--- config.mk ---
export PLATFORM = sky130hd
export DESIGN_NAME = ssor_regs
export DESIGN_NICKNAME = d
export VERILOG_FILES = /design/src/shared/ssor_pkg.sv /design/src/hdl/ssor_regs.sv
export SDC_FILE = /design/constraint.sdc
export NUM_CORES = 1
export LEC_CHECK = 0
export BUFFER_PORTS_ARGS = -buffer_cell sky130_fd_sc_hd__buf_2
export CAP_MARGIN = 20
export CORE_ASPECT_RATIO = 2
export CORE_MARGIN = 10
export CORE_UTILIZATION = 59
export CTS_BUF_LIST = sky130_fd_sc_hd__clkbuf_4 sky130_fd_sc_hd__clkbuf_8 sky130_fd_sc_hd__clkbuf_16
export DETAILED_ROUTE_END_ITERATION = 12
export PLACE_DENSITY_LB_ADDON = 0.2
export SYNTH_ARGS = -nofsm -noshare
export SYNTH_HDL_FRONTEND = slang
export SYNTH_SLANG_ARGS = --single-unit
--- constraint.sdc ---
create_clock -name clk -period 3.05 [get_ports clk]
set_input_delay 0.61 -clock clk [delete_from_list [all_inputs] [get_ports clk]]
set_output_delay 0.61 -clock clk [all_outputs]
set_load 0.05 [all_outputs]
--- src/shared/ssor_pkg.sv ---
// Constants, types and field layout for the strap status/override bank.
// Assumes a register port that carries single-cycle portal reads/writes.
// Functional notes
// - LED status bit is read-only, loads strap, follows override writes.
// - Control bit 1 is read/write clock output enable, resets to strap.
// - Strap status bit 7 returns captured LED style strap, read-only.
// - Strap status bit 5 returns captured clock enable strap, read-only.
// - Strap status bits 2:0 return address strap; upper bits read zero.
// - Override bit 15 forces advertising every speed and duplex capability.
// - Override bit 14 advertises everything except gigabit half duplex.
// - Override bit 13 restricts advertising to gigabit full and half duplex.
// - Override bit 12 restricts advertising to gigabit full duplex.
// - The four capability override bits reset from the operating mode strap.
// - Override bit 10 enables wake output on the shared pin, resets zero.
// - Shared pin function depends on wake enable and selector bits 15:14.
// - LED override field is write-only, reads zero, updates LED status.
package ssor_pkg;

    // ----------------------------------------------------------------------
    // Portal and register addresses
    // ----------------------------------------------------------------------
    localparam logic [4:0] PORTAL_CTRL_IDX = 5'h0d;
    localparam logic [4:0] PORTAL_DATA_IDX = 5'h0e;
    localparam logic [4:0] MMD_VENDOR_DEV = 5'h02;
    localparam logic [15:0] REG_COMMON = 16'h0000;
    localparam logic [15:0] REG_STRAP = 16'h0001;
    localparam logic [15:0] REG_OPMODE = 16'h0002;
    localparam logic [15:0] REG_WAKE_SEL = 16'h0010;
    localparam logic [15:0] ADDR_STEP = 16'h0001;

    // ----------------------------------------------------------------------
    // Field positions
    // ----------------------------------------------------------------------
    localparam int PFN_LSB = 14;
    localparam int DEV_LSB = 0;
    localparam int CC_LED_OVR = 4;
    localparam int CC_LED_STAT = 3;
    localparam int CC_CLK_EN = 1;
    localparam int ST_LED = 7;
    localparam int ST_CLK = 5;
    localparam int ST_ADDR_LSB = 0;
    localparam int OM_CAP_LSB = 12;
    localparam int OM_WAKE_EN = 10;
    localparam int WS_SEL_LSB = 14;

    // ----------------------------------------------------------------------
    // Write masks and reset values
    // ----------------------------------------------------------------------
    localparam logic [15:0] CC_RW_MASK = 16'hffe7;
    localparam logic [15:0] CC_RESET = 16'h0000;
    localparam logic [15:0] OM_RESET = 16'h0000;
    localparam logic [15:0] WS_RESET = 16'h0000;
    localparam logic [15:0] PORTAL_RESET = 16'h0000;

    typedef enum logic [1:0] {
        PF_ADDR,
        PF_DATA,
        PF_DATA_INC_RW,
        PF_DATA_INC_W
    } ssor_pfn_t;

    typedef struct packed {
        logic led_style;
        logic clk_en;
        logic [2:0] addr;
        logic [3:0] mode;
    } ssor_strap_t;

    typedef struct packed {
        logic wr;
        logic rd;
        logic [4:0] reg_idx;
        logic [15:0] wdata;
    } ssor_req_t;

endpackage : ssor_pkg

--- src/hdl/ssor_regs.sv ---
// Strap capture, strap status and operating override registers, reached
// through the control/data portal pair of the management register port.
// Assumes one request per cycle, never read and write in the same cycle.
`timescale 1ns/1ps
module ssor_regs (
    input wire logic clk,
    input wire logic srst,
    input wire ssor_pkg::ssor_strap_t strap_pins,
    input wire ssor_pkg::ssor_req_t mgmt_req,
    output logic [15:0] rd_data,
    output logic rd_valid,
    output logic straps_valid,
    output logic led_style_single,
    output logic ref_clock_out_enable,
    output logic [3:0] adv_override,
    output logic wake_output_enable,
    output logic [1:0] wake_pin_select
);
    import ssor_pkg::*;

    // ----------------------------------------------------------------------
    // Strap synchroniser and capture
    // ----------------------------------------------------------------------
    ssor_strap_t sync1;
    ssor_strap_t sync2;
    ssor_strap_t sync3;
    ssor_strap_t strap_q;
    ssor_strap_t next_strap;
    logic pending;
    logic next_pending;
    logic capture_ev;
    logic [2:0] fill;

    always_ff @(posedge clk) begin
        if (srst) begin
            sync1 <= '0;
            sync2 <= '0;
            sync3 <= '0;
            fill <= '0;
        end else begin
            sync1 <= strap_pins;
            sync2 <= sync1;
            sync3 <= sync2;
            fill <= {fill[1:0], 1'b1};
        end
    end

    // Straps are only trusted once the third stage holds a sampled pin value
    // and the last two stages agree. Without the fill marker the cleared
    // stages would agree at once and load zeros instead of the straps.
    assign capture_ev = pending && fill[2] && (sync2 == sync3);

    always_comb begin
        next_pending = pending;
        next_strap = strap_q;
        if (capture_ev) begin
            next_pending = 1'b0;
            next_strap = sync3;
        end
    end

    always_ff @(posedge clk) begin
        if (srst) begin
            pending <= 1'b1;
            strap_q <= '0;
        end else begin
            pending <= next_pending;
            strap_q <= next_strap;
        end
    end

    // ----------------------------------------------------------------------
    // Portal decode
    // ----------------------------------------------------------------------
    logic [15:0] ctrl_q;
    logic [15:0] addr_q;
    logic [15:0] cc_q;
    logic [15:0] om_q;
    logic [15:0] ws_q;
    logic [15:0] next_ctrl;
    logic [15:0] next_addr;
    logic [15:0] next_cc;
    logic [15:0] next_om;
    logic [15:0] next_ws;
    logic [15:0] next_rd_data;
    logic next_rd_valid;
    ssor_pfn_t pfn;
    logic data_mode;
    logic dev_hit;
    logic wr_ctrl;
    logic wr_data;
    logic rd_ctrl;
    logic rd_port;
    logic mmd_wr;
    logic cc_wr;
    logic om_wr;
    logic ws_wr;
    logic mmd_rd;
    logic step_addr;

    assign pfn = ssor_pfn_t'(ctrl_q[PFN_LSB +: 2]);
    assign data_mode = (pfn != PF_ADDR);
    assign dev_hit = (ctrl_q[DEV_LSB +: 5] == MMD_VENDOR_DEV);
    assign wr_ctrl = mgmt_req.wr && (mgmt_req.reg_idx == PORTAL_CTRL_IDX);
    assign wr_data = mgmt_req.wr && (mgmt_req.reg_idx == PORTAL_DATA_IDX);
    assign rd_ctrl = mgmt_req.rd && (mgmt_req.reg_idx == PORTAL_CTRL_IDX);
    assign rd_port = mgmt_req.rd && (mgmt_req.reg_idx == PORTAL_DATA_IDX);
    assign mmd_wr = wr_data && data_mode && dev_hit;
    assign mmd_rd = rd_port && data_mode && dev_hit;
    assign cc_wr = mmd_wr && (addr_q == REG_COMMON);
    assign om_wr = mmd_wr && (addr_q == REG_OPMODE);
    assign ws_wr = mmd_wr && (addr_q == REG_WAKE_SEL);
    // Post-increment lets a manager walk consecutive registers.
    assign step_addr = (wr_data && (pfn == PF_DATA_INC_RW ||
                                    pfn == PF_DATA_INC_W)) ||
                       (rd_port && pfn == PF_DATA_INC_RW);

    function automatic logic [15:0] mmd_read(
        input logic [15:0] a,
        input logic [15:0] cc,
        input logic [15:0] om,
        input logic [15:0] ws,
        input ssor_strap_t s
    );
        logic [15:0] v;
        v = '0;
        if (a == REG_COMMON) begin
            v = cc;
        end else if (a == REG_STRAP) begin
            v[ST_LED] = s.led_style;
            v[ST_CLK] = s.clk_en;
            v[ST_ADDR_LSB +: 3] = s.addr;
        end else if (a == REG_OPMODE) begin
            v = om;
        end else if (a == REG_WAKE_SEL) begin
            v = ws;
        end
        return v;
    endfunction : mmd_read

    // ----------------------------------------------------------------------
    // Register next state
    // ----------------------------------------------------------------------
    always_comb begin
        next_ctrl = ctrl_q;
        next_addr = addr_q;
        next_cc = cc_q;
        next_om = om_q;
        next_ws = ws_q;
        next_rd_data = rd_data;
        next_rd_valid = 1'b0;
        if (wr_ctrl) begin
            next_ctrl = mgmt_req.wdata;
        end
        if (wr_data && !data_mode) begin
            next_addr = mgmt_req.wdata;
        end else if (step_addr) begin
            next_addr = addr_q + ADDR_STEP;
        end
        if (cc_wr) begin
            // The override bit is never stored, so it always reads zero.
            next_cc = mgmt_req.wdata & CC_RW_MASK;
            next_cc[CC_LED_STAT] = mgmt_req.wdata[CC_LED_OVR];
        end
        if (om_wr) begin
            next_om = mgmt_req.wdata;
        end
        if (ws_wr) begin
            next_ws = mgmt_req.wdata;
        end
        if (rd_ctrl) begin
            next_rd_data = ctrl_q;
            next_rd_valid = 1'b1;
        end else if (mgmt_req.rd) begin
            next_rd_valid = 1'b1;
            next_rd_data = '0;
            if (rd_port && !data_mode) begin
                next_rd_data = addr_q;
            end else if (mmd_rd) begin
                next_rd_data = mmd_read(addr_q, cc_q, om_q, ws_q, strap_q);
            end
        end
        // Strap-derived reset values win over a racing write.
        if (capture_ev) begin
            next_cc = CC_RESET;
            next_cc[CC_LED_STAT] = sync3.led_style;
            next_cc[CC_CLK_EN] = sync3.clk_en;
            next_om = OM_RESET;
            next_om[OM_CAP_LSB +: 4] = sync3.mode;
        end
    end

    always_ff @(posedge clk) begin
        if (srst) begin
            ctrl_q <= PORTAL_RESET;
            addr_q <= PORTAL_RESET;
            cc_q <= CC_RESET;
            om_q <= OM_RESET;
            ws_q <= WS_RESET;
            rd_data <= '0;
            rd_valid <= 1'b0;
        end else begin
            ctrl_q <= next_ctrl;
            addr_q <= next_addr;
            cc_q <= next_cc;
            om_q <= next_om;
            ws_q <= next_ws;
            rd_data <= next_rd_data;
            rd_valid <= next_rd_valid;
        end
    end

    // ----------------------------------------------------------------------
    // Outputs
    // ----------------------------------------------------------------------
    assign straps_valid = !pending;
    assign led_style_single = cc_q[CC_LED_STAT];
    assign ref_clock_out_enable = cc_q[CC_CLK_EN];
    // One-hot use is software's duty; all four bits go out as written.
    assign adv_override = om_q[OM_CAP_LSB +: 4];
    assign wake_output_enable = om_q[OM_WAKE_EN];
    assign wake_pin_select = ws_q[WS_SEL_LSB +: 2];
endmodule : ssor_regs

==> results of run 1 <==
stage by stage:
step	hold WS, ns	instance area (um2)	cells	setup slack, ns
2_1_floorplan	0.414	6020	741	0.681
5_1_grt	0.402	6960	925	0.278
4_1_cts	0.397	6960	925	0.487
6_report	0.396	6960	925	0.471
3_5_place_dp	0.429	6380	894	0.328
3_3_place_gp	0.422	6380	894	0.519
kinds of logic (layout without fill, tap and decap cells):
family                   count (synthesis)  after routing  synth area share
buffers and inverters                   75            124            0.0534
adder cells (fa/ha/maj)                  4              4           0.00832
XOR/XNOR                                 9              9            0.0131
AO/OA/AOI/OAI                          189            189             0.196
multiplexers                            23             23            0.0383
flip-flops                             132            132             0.439
AND/OR/NAND/NOR                        309            309             0.252
layer usage:
metal | vias up | track usage | routed length, um
li1 | 2704 | - | -
met1 | 2828 | 0.257 | 6850
met2 | 290 | 0.421 | 9450
met3 | 80 | 0.0540 | 1190
met4 | 0 | 0.165 | 880
met5 | - | 0 | 0
area by class of cell:
| class | count | area (um2) | area share |
|---|---|---|---|
| multi-input combinational | 534 | 3050 | 0.439 |
| tap | 135 | 169 | 0.0243 |
| sequential | 132 | 2640 | 0.380 |
| clock buffer | 19 | 447 | 0.0642 |
| timing repair buffer | 84 | 483 | 0.0694 |
| inverter | 9 | 33.8 | 0.00485 |
| clock inverter | 12 | 131 | 0.0189 |
synthesized netlist by cell type, drive strengths merged:
| master | instances | area (um2) |
|---|---|---|
| dfxtp | 132 | 2640 |
| nand2 | 89 | 334 |
| nor2 | 67 | 251 |
| a21oi | 66 | 330 |
| nand3 | 62 | 310 |
| clkbuf | 56 | 210 |
| o21ai | 39 | 195 |
| nor2b | 32 | 200 |
| a31oi | 24 | 150 |
| mux2i | 23 | 230 |
| a221oi | 11 | 96.3 |
| buf | 10 | 77.6 |
| nor3 | 9 | 50.1 |
| o31ai | 9 | 67.6 |
| inv | 8 | 30.0 |
| nor4 | 8 | 77.6 |
| xor2 | 8 | 70.1 |
| a22oi | 7 | 52.6 |
| nand4 | 7 | 43.8 |
| a221o | 6 | 60.1 |
| nand2b | 6 | 37.5 |
| or3 | 6 | 42.5 |
| a2111oi | 5 | 43.8 |
| a211o | 5 | 43.8 |
| a211oi | 5 | 37.5 |
| and3 | 5 | 31.3 |
| or2 | 5 | 31.3 |
| and4 | 4 | 35.0 |
| ha | 4 | 50.1 |
| o211ai | 4 | 30.0 |
| and2 | 3 | 18.8 |
| or4 | 3 | 26.3 |
| a32oi | 2 | 17.5 |
| o311ai | 2 | 17.5 |
| and3b | 1 | 8.76 |
| clkinv | 1 | 3.75 |
| nand3b | 1 | 7.51 |
| nor4b | 1 | 8.76 |
| o2111a | 1 | 11.3 |
| o2111ai | 1 | 8.76 |
| o21a | 1 | 7.51 |
| o21ba | 1 | 10.0 |
| xnor2 | 1 | 8.76 |
registers in the layout, summed over array words and instances (netlist names), 5 cells and up:
name,cells
ws_q,16
cc_q,15
ctrl_q,16
sync3,9
rd_data,16
sync1,9
strap_q,5
addr_q,16
sync2,9
om_q,16
path summary, 6_finish.rpt:
kind                                              start                      end  cells past startpoint
worst max-delay path             addr_q[6]$_SDFFE_PP0P_  rd_data[0]$_SDFFE_PP0P_                      5
worst min-delay path                      strap_pins[2]      sync1[2]$_SDFF_PP0_                      2
worst max register to register   addr_q[6]$_SDFFE_PP0P_  rd_data[0]$_SDFFE_PP0P_                      5
worst min register to register  strap_q[4]$_SDFFE_PP0P_  strap_q[4]$_SDFFE_PP0P_                      2
power by group:
| group | switching [mW] | internal [mW] | leakage (nW) | total, mW |
|---|---|---|---|---|
| Combinational | 0.154 | 0.0683 | 1.24 | 0.222 |
| Sequential | 0.0151 | 1.75 | 1.07 | 1.76 |
| Clock | 0.776 | 1.23 | 0.286 | 2.00 |
placed cells by master, fill, tap and decap left out, types with 11 or more instances in the layout:
cell type	instances
clkbuf_16	17
nand2_1	89
a31oi_1	24
buf_2	59
o21ai_0	39
a21oi_1	66
nand3_1	62
nor2_1	67
dfxtp_1	132
mux2i_1	23
nor2b_1	32
a221oi_1	11
buf_4	25
==> flow_metrics.env, run 1 <==
export IMPL_path_buf_inv=0
export IMPL_avgSynthCellArea_um2=8.12
export IMPL_post_route_util=0.695
export IMPL_start_kind="flop"
export IMPL_place_hpwl_um=13000
export IMPL_nets=816
export IMPL_synth_seq_area_share=0.439
export IMPL_dr_pass1_iters=5
export IMPL_grt_antenna_before_repair=0
export IMPL_first_iter_violations=449
export IMPL_gp_congestion=0.984
export IMPL_max_freq_mhz=388
export IMPL_wl_um=18400
export IMPL_cts_resized=0
export IMPL_netlist_area_mm2=0.00602
export IMPL_die_h_um=163
export IMPL_core_mm2=0.0100
export IMPL_grt_usage=0.244
export IMPL_fillers=875
export IMPL_ctsLongestPathBuffers=2
export IMPL_num_vias=5902
export IMPL_rrSetupSlack_ns=0.47
export IMPL_power_mw=3.99
export IMPL_slew_violations=0
export IMPL_rows=52
export IMPL_arrival_ns=2.86
export IMPL_synthesis_nets=779
export IMPL_irDropWorstVdd_mv=0.438
export IMPL_io_buffers=60
export IMPL_slowest_delay_ns=0.60
export IMPL_final_hold_violation_count=0
export IMPL_die_area_mm2=0.0149
export IMPL_cp_data_required_time_ns=3.33
export IMPL_cp_max_fo=7
export IMPL_drive_above_1_share=0.161
export IMPL_holdBufCountCts=0
export IMPL_post_route_period_util=0.846
export IMPL_postCtsSetupBuffers=0
export IMPL_fin_setup_tns_ns=0
export IMPL_status="complete, no violations"
export IMPL_cts_root_buf="clkbuf_16"
export IMPL_drc=0
export IMPL_grt_overflow=0
export IMPL_grt_pass1_wl_um=29400
export IMPL_rsz0062_at_grt="false"
export IMPL_synth_cells=741
export IMPL_grt_max_degree=57
export IMPL_grt_pass1_vias=5823
export IMPL_path_delay_family="simple AND/OR/NAND/NOR gates"
export IMPL_setup_violations=0
export IMPL_worstPathCellList="nor4_1 -> nand4_1 -> nor4_2 -> a21oi_1 -> a2111oi_0"
export IMPL_avgRoutedWirePerCell_um=19.9
export IMPL_path_class="flop to flop"
export IMPL_max_slew_margin=0.371
export IMPL_cts_buffers=17
export IMPL_power_leakage_nw=2.60
export IMPL_antenna_left=0
export IMPL_antenna_cells=0
export IMPL_skew_ns=0.0141
export IMPL_fin_crit_ns=2.58
export IMPL_ys_warn_count=0
export IMPL_area_growth_pct=15.7
export IMPL_maxCapViolations=0
export IMPL_start_util=0.601
export IMPL_ys_seq_elements=132
export IMPL_crit_path_top_delay_cell="nor4_2"
export IMPL_ys_types=51
export IMPL_viasPerCell=6.38
export IMPL_ioPinCount=61
export IMPL_path_clk_slew_ns=0.06
export IMPL_p_per_area_mw_per_mm2=573
export IMPL_dieWidth_um=91.4
export IMPL_cts_tree="yes"
export IMPL_end_kind="flop"
export IMPL_clk_latency_ns=0.43
export IMPL_clkSinkCount=132
export IMPL_hold_path_class="input pin to flop"
export IMPL_h_tree_depth=4
export IMPL_tightest_slew_ns=0.930
(Power assumes the default switching activity.)
==> inputs of run 2 (changes only) <==
--- a/config.mk
+++ b/config.mk
@@ -5,11 +5,12 @@
 export SDC_FILE = /design/constraint.sdc
 export NUM_CORES = 1
 export LEC_CHECK = 0
+export ABC_AREA = 1
 export BUFFER_PORTS_ARGS = -buffer_cell sky130_fd_sc_hd__buf_2
 export CAP_MARGIN = 20
 export CORE_ASPECT_RATIO = 2
 export CORE_MARGIN = 10
-export CORE_UTILIZATION = 59
+export CORE_UTILIZATION = 53
 export CTS_BUF_LIST = sky130_fd_sc_hd__clkbuf_4 sky130_fd_sc_hd__clkbuf_8 sky130_fd_sc_hd__clkbuf_16
 export DETAILED_ROUTE_END_ITERATION = 12
 export PLACE_DENSITY_LB_ADDON = 0.2
==> constraint.sdc (replaced) <==
create_clock -name clk -period 2.3 [get_ports clk]
set_input_delay 0.46 -clock clk [delete_from_list [all_inputs] [get_ports clk]]
set_output_delay 0.46 -clock clk [all_outputs]
set_load 0.05 [all_outputs]
==> run 2 against run 1 <==
  * Cell count rose by 21%
  * Clock skew decreased by 0.0054 ns
  * Clock-buffer cell count fell by 2
  * Routed wire length rose by 1.9%
  * Register-to-register slack worse by 0.24 ns
  * Sequential cell count unchanged
==> flow_metrics.env, run 2 <==
export IMPL_ctsLongestPathBuffers=2
export IMPL_grt_overflow=0
export IMPL_crit_path_top_delay_cell="dfxtp_1"
export IMPL_wl_um=18700
export IMPL_grt_antenna_before_repair=0
export IMPL_synthesis_nets=940
export IMPL_synth_compound_gate_area_share=0.108
export IMPL_path_delay_family="simple AND/OR/NAND/NOR gates"
export IMPL_regToRegStartpoint="addr_q[0]$_SDFFE_PP0P_"
export IMPL_ys_seq_elements=132
export IMPL_synth_xor_xnor_area_share=0.0143
export IMPL_core_mm2=0.0113
export IMPL_layout_commonest_cell="nand2_1"
export IMPL_netlist_area_mm2=0.00612
export IMPL_arrival_ns=2.40
export IMPL_path_clk_slew_ns=0.06
export IMPL_grt_pass1_wl_um=29900
export IMPL_path_class="flop to flop"
export IMPL_avgRoutedWirePerCell_um=16.7
export IMPL_h_tree_depth=4
export IMPL_antenna_left=0
export IMPL_clkSinkCount=132
export IMPL_grt_usage=0.235
export IMPL_ys_flop_type="dfxtp_1"
export IMPL_setup_violations=0
export IMPL_worstPathCellList="inv_1 -> ha_1 -> inv_1 -> nor2_2 -> nand3_4 -> inv_2 -> nand2_2 -> clkinv_2 -> nor2_1 -> nor3_1"
export IMPL_end_kind="flop"
export IMPL_cts_root_buf="clkbuf_16"
export IMPL_whs_endpoint="sync1[4]$_SDFF_PP0_"
export IMPL_ys_types=33
export IMPL_tightest_slew_ns=0.482
export IMPL_dr_pass1_iters=5
export IMPL_drc=0
export IMPL_area_growth_pct=18.0
export IMPL_rsz0062_at_grt="false"
export IMPL_fin_crit_ns=2.07
export IMPL_synth_mux_area_frac=0
export IMPL_synth_top_family_by_area="simple AND/OR/NAND/NOR gates"
export IMPL_post_route_util=0.640
export IMPL_die_area_mm2=0.0165
export IMPL_rows=55
export IMPL_max_slew_margin=0.676
export IMPL_skew_ns=0.00874
export IMPL_viasPerCell=5.45
export IMPL_cp_max_fo=14
export IMPL_power_mw=5.40
export IMPL_synth_edf_count=0
export IMPL_gp_congestion=0.941
export IMPL_post_route_period_util=0.900
export IMPL_cts_buffers=17
export IMPL_start_kind="flop"
export IMPL_clk_latency_ns=0.42
export IMPL_r2r_cells=10
export IMPL_hold_path_class="input pin to flop"
export IMPL_p_per_area_mw_per_mm2=748
export IMPL_first_iter_violations=473
export IMPL_fillers=1064
export IMPL_start_util=0.542
export IMPL_async_reset_ff_frac=0
export IMPL_slew_violations=0
export IMPL_dieWidth_um=96.0
export IMPL_maxCapViolations=0
export IMPL_power_leakage_nw=3.20
export IMPL_fin_setup_tns_ns=0
export IMPL_whs_path_depth=3
export IMPL_status="complete, no violations"
export IMPL_irDropWorstVdd_mv=0.747
export IMPL_cp_data_required_time_ns=2.63
export IMPL_hp_start="strap_pins[4]"
export IMPL_ys_warn_count=0
export IMPL_slowest_delay_ns=0.36
export IMPL_cts_tree="yes"
export IMPL_r2r_end="cc_q[10]$_SDFFE_PP0P_"
export IMPL_crit_path_frequent_cell="inv_1"
export IMPL_yosysMostFrequentCell="nand2_1"
export IMPL_synth_cells=902
export IMPL_holdBufCountCts=0
export IMPL_ys_top_cells_by_area="dfxtp_1 (43%), nand2_1 (13%), nor2_1 (8.8%)"
export IMPL_place_hpwl_um=14300
export IMPL_yosysTopAreaCell="dfxtp_1"
export IMPL_final_hold_violation_count=0
export IMPL_io_buffers=60
export IMPL_synthTopCellsByCount="nand2_1 (218), nor2_1 (143), dfxtp_1 (132)"
export IMPL_layout_common_cells="nand2_1 (218), nor2_1 (143), dfxtp_1 (132), inv_1 (101), nand3_1 (61)"
export IMPL_grt_pass1_vias=5996
export IMPL_grt_max_degree=34
export IMPL_die_h_um=172
export IMPL_nets=1006
export IMPL_drive_above_1_share=0.145
export IMPL_avgSynthCellArea_um2=6.78
export IMPL_rrSetupSlack_ns=0.23
export IMPL_yosys_area_share_adder=0.00818
export IMPL_antenna_cells=0
export IMPL_ioPinCount=61
export IMPL_num_vias=6125
export IMPL_synth_simple_gate_area_share=0.332
export IMPL_path_buf_inv=4
export IMPL_synth_seq_area_share=0.432
export IMPL_synth_top_cell_area_share=0.432
export IMPL_max_freq_mhz=483
## run 2: cell type report
cell class,count,area [um2],area share
clock buffer,17,425,0.0589
clock inverter,15,180,0.0250
inverter,109,410,0.0568
multi-input combinational,616,2830,0.392
sequential,132,2640,0.366
tap,142,178,0.0246
timing repair buffer,92,553,0.0766
## run 2: how the worst max path moves through the flow
stage	start	endpoint	slack (ns)	cells past startpoint
2_1_floorplan	addr_q[0]$_SDFFE_PP0P_	cc_q[5]$_SDFFE_PP0P_	0.59	10
3_3_place_gp	addr_q[0]$_SDFFE_PP0P_	cc_q[11]$_SDFFE_PP0P_	0.30	10
3_5_place_dp	addr_q[0]$_SDFFE_PP0P_	cc_q[14]$_SDFFE_PP0P_	0.25	10
4_1_cts	addr_q[0]$_SDFFE_PP0P_	cc_q[10]$_SDFFE_PP0P_	0.19	10
5_1_grt	addr_q[0]$_SDFFE_PP0P_	cc_q[10]$_SDFFE_PP0P_	0.05	10
6_report	addr_q[0]$_SDFFE_PP0P_	cc_q[10]$_SDFFE_PP0P_	0.23	10
## run 2: what timing repair did
action                                  in CTS  in global routing
setup buffers                                0                  0
resized for setup                            0                  1
endpoints found under the setup margin       0                  3
## run 2: metrics by stage
step	std cells	area, um2	worst slack [ns]	hold WS [ns]
after floorplan	902	6120	0.591	0.388
after global placement	1091	6610	0.295	0.389
after detailed placement	1091	6610	0.251	0.396
after CTS	1123	7220	0.191	0.236
after global routing	1123	7220	0.0470	0.251
final	1123	7220	0.231	0.245
## run 2: power breakdown
group          switching [mW]  internal [mW]  leakage [nW]
clock network            1.07           1.71         0.296
logic                   0.200         0.0835          1.83
registers              0.0167           2.32          1.07
total                    1.28           4.12          3.20
## run 2: cells by family (layout without fill, tap and decap cells)
logic type,Yosys count,count (layout)
simple gates,480,480
buf+inv,154,233
flops,132,132
fa+ha+maj,4,4
compound gates,122,122
xor+xnor,10,10
## run 2: per-layer routing
layer | track usage | routed length (um)
met5 | 0 | 0
met4 | 0.167 | 1110
met3 | 0.0413 | 941
met2 | 0.430 | 10200
met1 | 0.224 | 6440
## run 2: worst min-delay path: stages
cell and delay, ns:
buf_2 0.07, inv_1 0.03, nor2_1 0.06
==> inputs of run 3 (changes only) <==
--- a/config.mk
+++ b/config.mk
@@ -8,11 +8,11 @@
 export ABC_AREA = 1
 export BUFFER_PORTS_ARGS = -buffer_cell sky130_fd_sc_hd__buf_2
 export CAP_MARGIN = 20
-export CORE_ASPECT_RATIO = 2
 export CORE_MARGIN = 10
 export CORE_UTILIZATION = 53
 export CTS_BUF_LIST = sky130_fd_sc_hd__clkbuf_4 sky130_fd_sc_hd__clkbuf_8 sky130_fd_sc_hd__clkbuf_16
 export DETAILED_ROUTE_END_ITERATION = 12
+export MAX_ROUTING_LAYER = met4
 export PLACE_DENSITY_LB_ADDON = 0.2
 export SYNTH_ARGS = -nofsm -noshare
 export SYNTH_HDL_FRONTEND = slang
==> run 3 against run 2 <==
  * Routed wire length decreased by 7.9%
  * Clock-buffer cell count up 3
  * Clock power shrank 3%
  * Worst setup slack gained 0.0080 ns
  * Global-route usage decreased by 1.3 points
  * Die area decreased by 1.6%
  * Sequential power barely moved
==> flow_metrics.env, run 3 (synthesis results as in run 2) <==
export IMPL_post_route_period_util=0.896
export IMPL_core_mm2=0.0114
export IMPL_power_leakage_nw=3.16
export IMPL_drive_above_1_share=0.139
export IMPL_final_hold_violation_count=0
export IMPL_maxCapViolations=0
export IMPL_dr_pass1_iters=5
export IMPL_cts_buffers=17
export IMPL_worstPathCellList="nor2_1 -> nand2_1 -> nor2_4 -> nand3_4 -> o21ai_0 -> nand2_1 -> nand2_1 -> nand2_1 -> a21oi_1"
export IMPL_critPathLaunch="addr_q[8]$_SDFFE_PP0P_"
export IMPL_grt_pass1_wl_um=28200
export IMPL_cp_max_fo=12
export IMPL_start_kind="flop"
export IMPL_irDropWorstVdd_mv=0.659
export IMPL_grt_max_degree=60
export IMPL_slowest_delay_ns=0.37
export IMPL_wl_um=17200
export IMPL_num_vias=5860
export IMPL_max_slew_margin=0.259
export IMPL_fin_setup_tns_ns=0
export IMPL_ioPinCount=61
export IMPL_rsz0062_at_grt="false"
export IMPL_h_tree_depth=4
export IMPL_end_kind="flop"
export IMPL_drc=0
export IMPL_regToRegStartpoint="addr_q[8]$_SDFFE_PP0P_"
export IMPL_grt_overflow=0
export IMPL_area_growth_pct=16.9
export IMPL_clk_latency_ns=0.43
export IMPL_path_buf_inv=0
export IMPL_antenna_left=0
export IMPL_place_hpwl_um=12400
export IMPL_cts_tree="yes"
export IMPL_first_iter_violations=430
export IMPL_grt_usage=0.223
export IMPL_crit_path_top_delay_cell="o21ai_0"
export IMPL_p_per_area_mw_per_mm2=742
export IMPL_design_area_mm2=0.00716
export IMPL_dieWidth_um=127
export IMPL_dp_worst_setup_slack_ns=0.179
export IMPL_slew_violations=0
export IMPL_r2r_end="rd_data[13]$_SDFFE_PP0P_"
export IMPL_dpl_cell_count=1087
export IMPL_start_util=0.538
export IMPL_path_delay_family="simple AND/OR/NAND/NOR gates"
export IMPL_path_depth=9
export IMPL_layout_common_cells="nand2_1 (218), nor2_1 (143), dfxtp_1 (132), inv_1 (101), nand3_1 (61)"
export IMPL_nets=1001
export IMPL_layout_commonest_cell="nand2_1"
export IMPL_r2r_cells=9
export IMPL_skew_ns=0.00705
export IMPL_clkSinkCount=132
export IMPL_rrSetupSlack_ns=0.24
export IMPL_instances_no_fill=1118
export IMPL_placed_area_mm2=0.00657
export IMPL_arrival_ns=2.42
export IMPL_avgRoutedWirePerCell_um=15.4
export IMPL_setup_slack_ns=0.239
export IMPL_fillers=1047
export IMPL_hold_path_class="input pin to flop"
export IMPL_grt_antenna_before_repair=0
export IMPL_setup_violations=0
export IMPL_max_freq_mhz=485
export IMPL_crit_path_frequent_cell="nand2_1"
export IMPL_ctsLongestPathBuffers=2
export IMPL_antenna_cells=0
export IMPL_tightest_slew_ns=1.11
export IMPL_post_route_util=0.629
export IMPL_path_class="flop to flop"
export IMPL_die_h_um=127
export IMPL_status="complete, no violations"
export IMPL_setup_worst_path_end="rd_data[13]$_SDFFE_PP0P_"
export IMPL_holdBufCountCts=0
export IMPL_cp_data_required_time_ns=2.65
export IMPL_path_clk_slew_ns=0.06
export IMPL_grt_pass1_vias=5618
export IMPL_die_area_mm2=0.0162
export IMPL_viasPerCell=5.24
export IMPL_io_buffers=60
export IMPL_cts_root_buf="clkbuf_16"
export IMPL_gp_congestion=0.974
export IMPL_rows=39
export IMPL_fin_crit_ns=2.06
==> run 3: area by class of cell <==
cell class,instances,area [um2],area share
sequential,132,2640,0.369
multi-input combinational,616,2830,0.396
inverter,109,412,0.0575
clock inverter,11,128,0.0178
tap,143,179,0.0250
clock buffer,20,460,0.0643
timing repair buffer,87,503,0.0703
==> run 3: what timing repair did <==
action,4_1_cts,5_1_grt
setup buffers,0,0
gates resized for setup,0,1
endpoints found under the setup margin,0,2
==> run 3: per-layer routing <==
layer / vias up / global-route usage / routed length (um)
met1: 2611 / 0.276 / 7550
met2: 234 / 0.337 / 7770
met4: 0 / 0.106 / 486
met3: 34 / 0.0500 / 1440
met5: - / - / 0
li1: 2981 / - / -
==> run 3: power breakdown <==
| group | switching, mW | leakage (nW) | internal [mW] | total (mW) |
|---|---|---|---|---|
| sequential | 0.0160 | 1.07 | 2.32 | 2.34 |
| combinational | 0.194 | 1.81 | 0.0803 | 0.274 |
| clock | 1.04 | 0.282 | 1.66 | 2.70 |
==> run 3: how the worst min path moves through the flow <==
stage / from / end / slack, ns / cells after the start
floorplan: fill[0]$_DFF_P_ / fill[1]$_SDFF_PP0_ / 0.39 / 2
finish: strap_pins[6] / sync1[6]$_SDFF_PP0_ / 0.23 / 3
global placement: sync1[4]$_SDFF_PP0_ / sync2[4]$_SDFF_PP0_ / 0.39 / 2
global route: strap_pins[3] / sync1[3]$_SDFF_PP0_ / 0.24 / 3
CTS: strap_pins[6] / sync1[6]$_SDFF_PP0_ / 0.22 / 3
detailed placement: sync1[2]$_SDFF_PP0_ / sync2[2]$_SDFF_PP0_ / 0.39 / 2
==> run 3: per-stage QoR <==
step	hold slack, ns	power (mW)
final	0.230	5.31
after global routing	0.239	5.47
after CTS	0.222	5.32
after detailed placement	0.392	2.66
after global placement	0.390	2.65
after floorplan	0.388	2.54
==> run 3: worst reg2reg max path: cells and delay by family (launching register included) <==
kind            cells  cell delay (ns)
simple gates        7             1.13
flops               1             0.36
compound gates      2             0.49
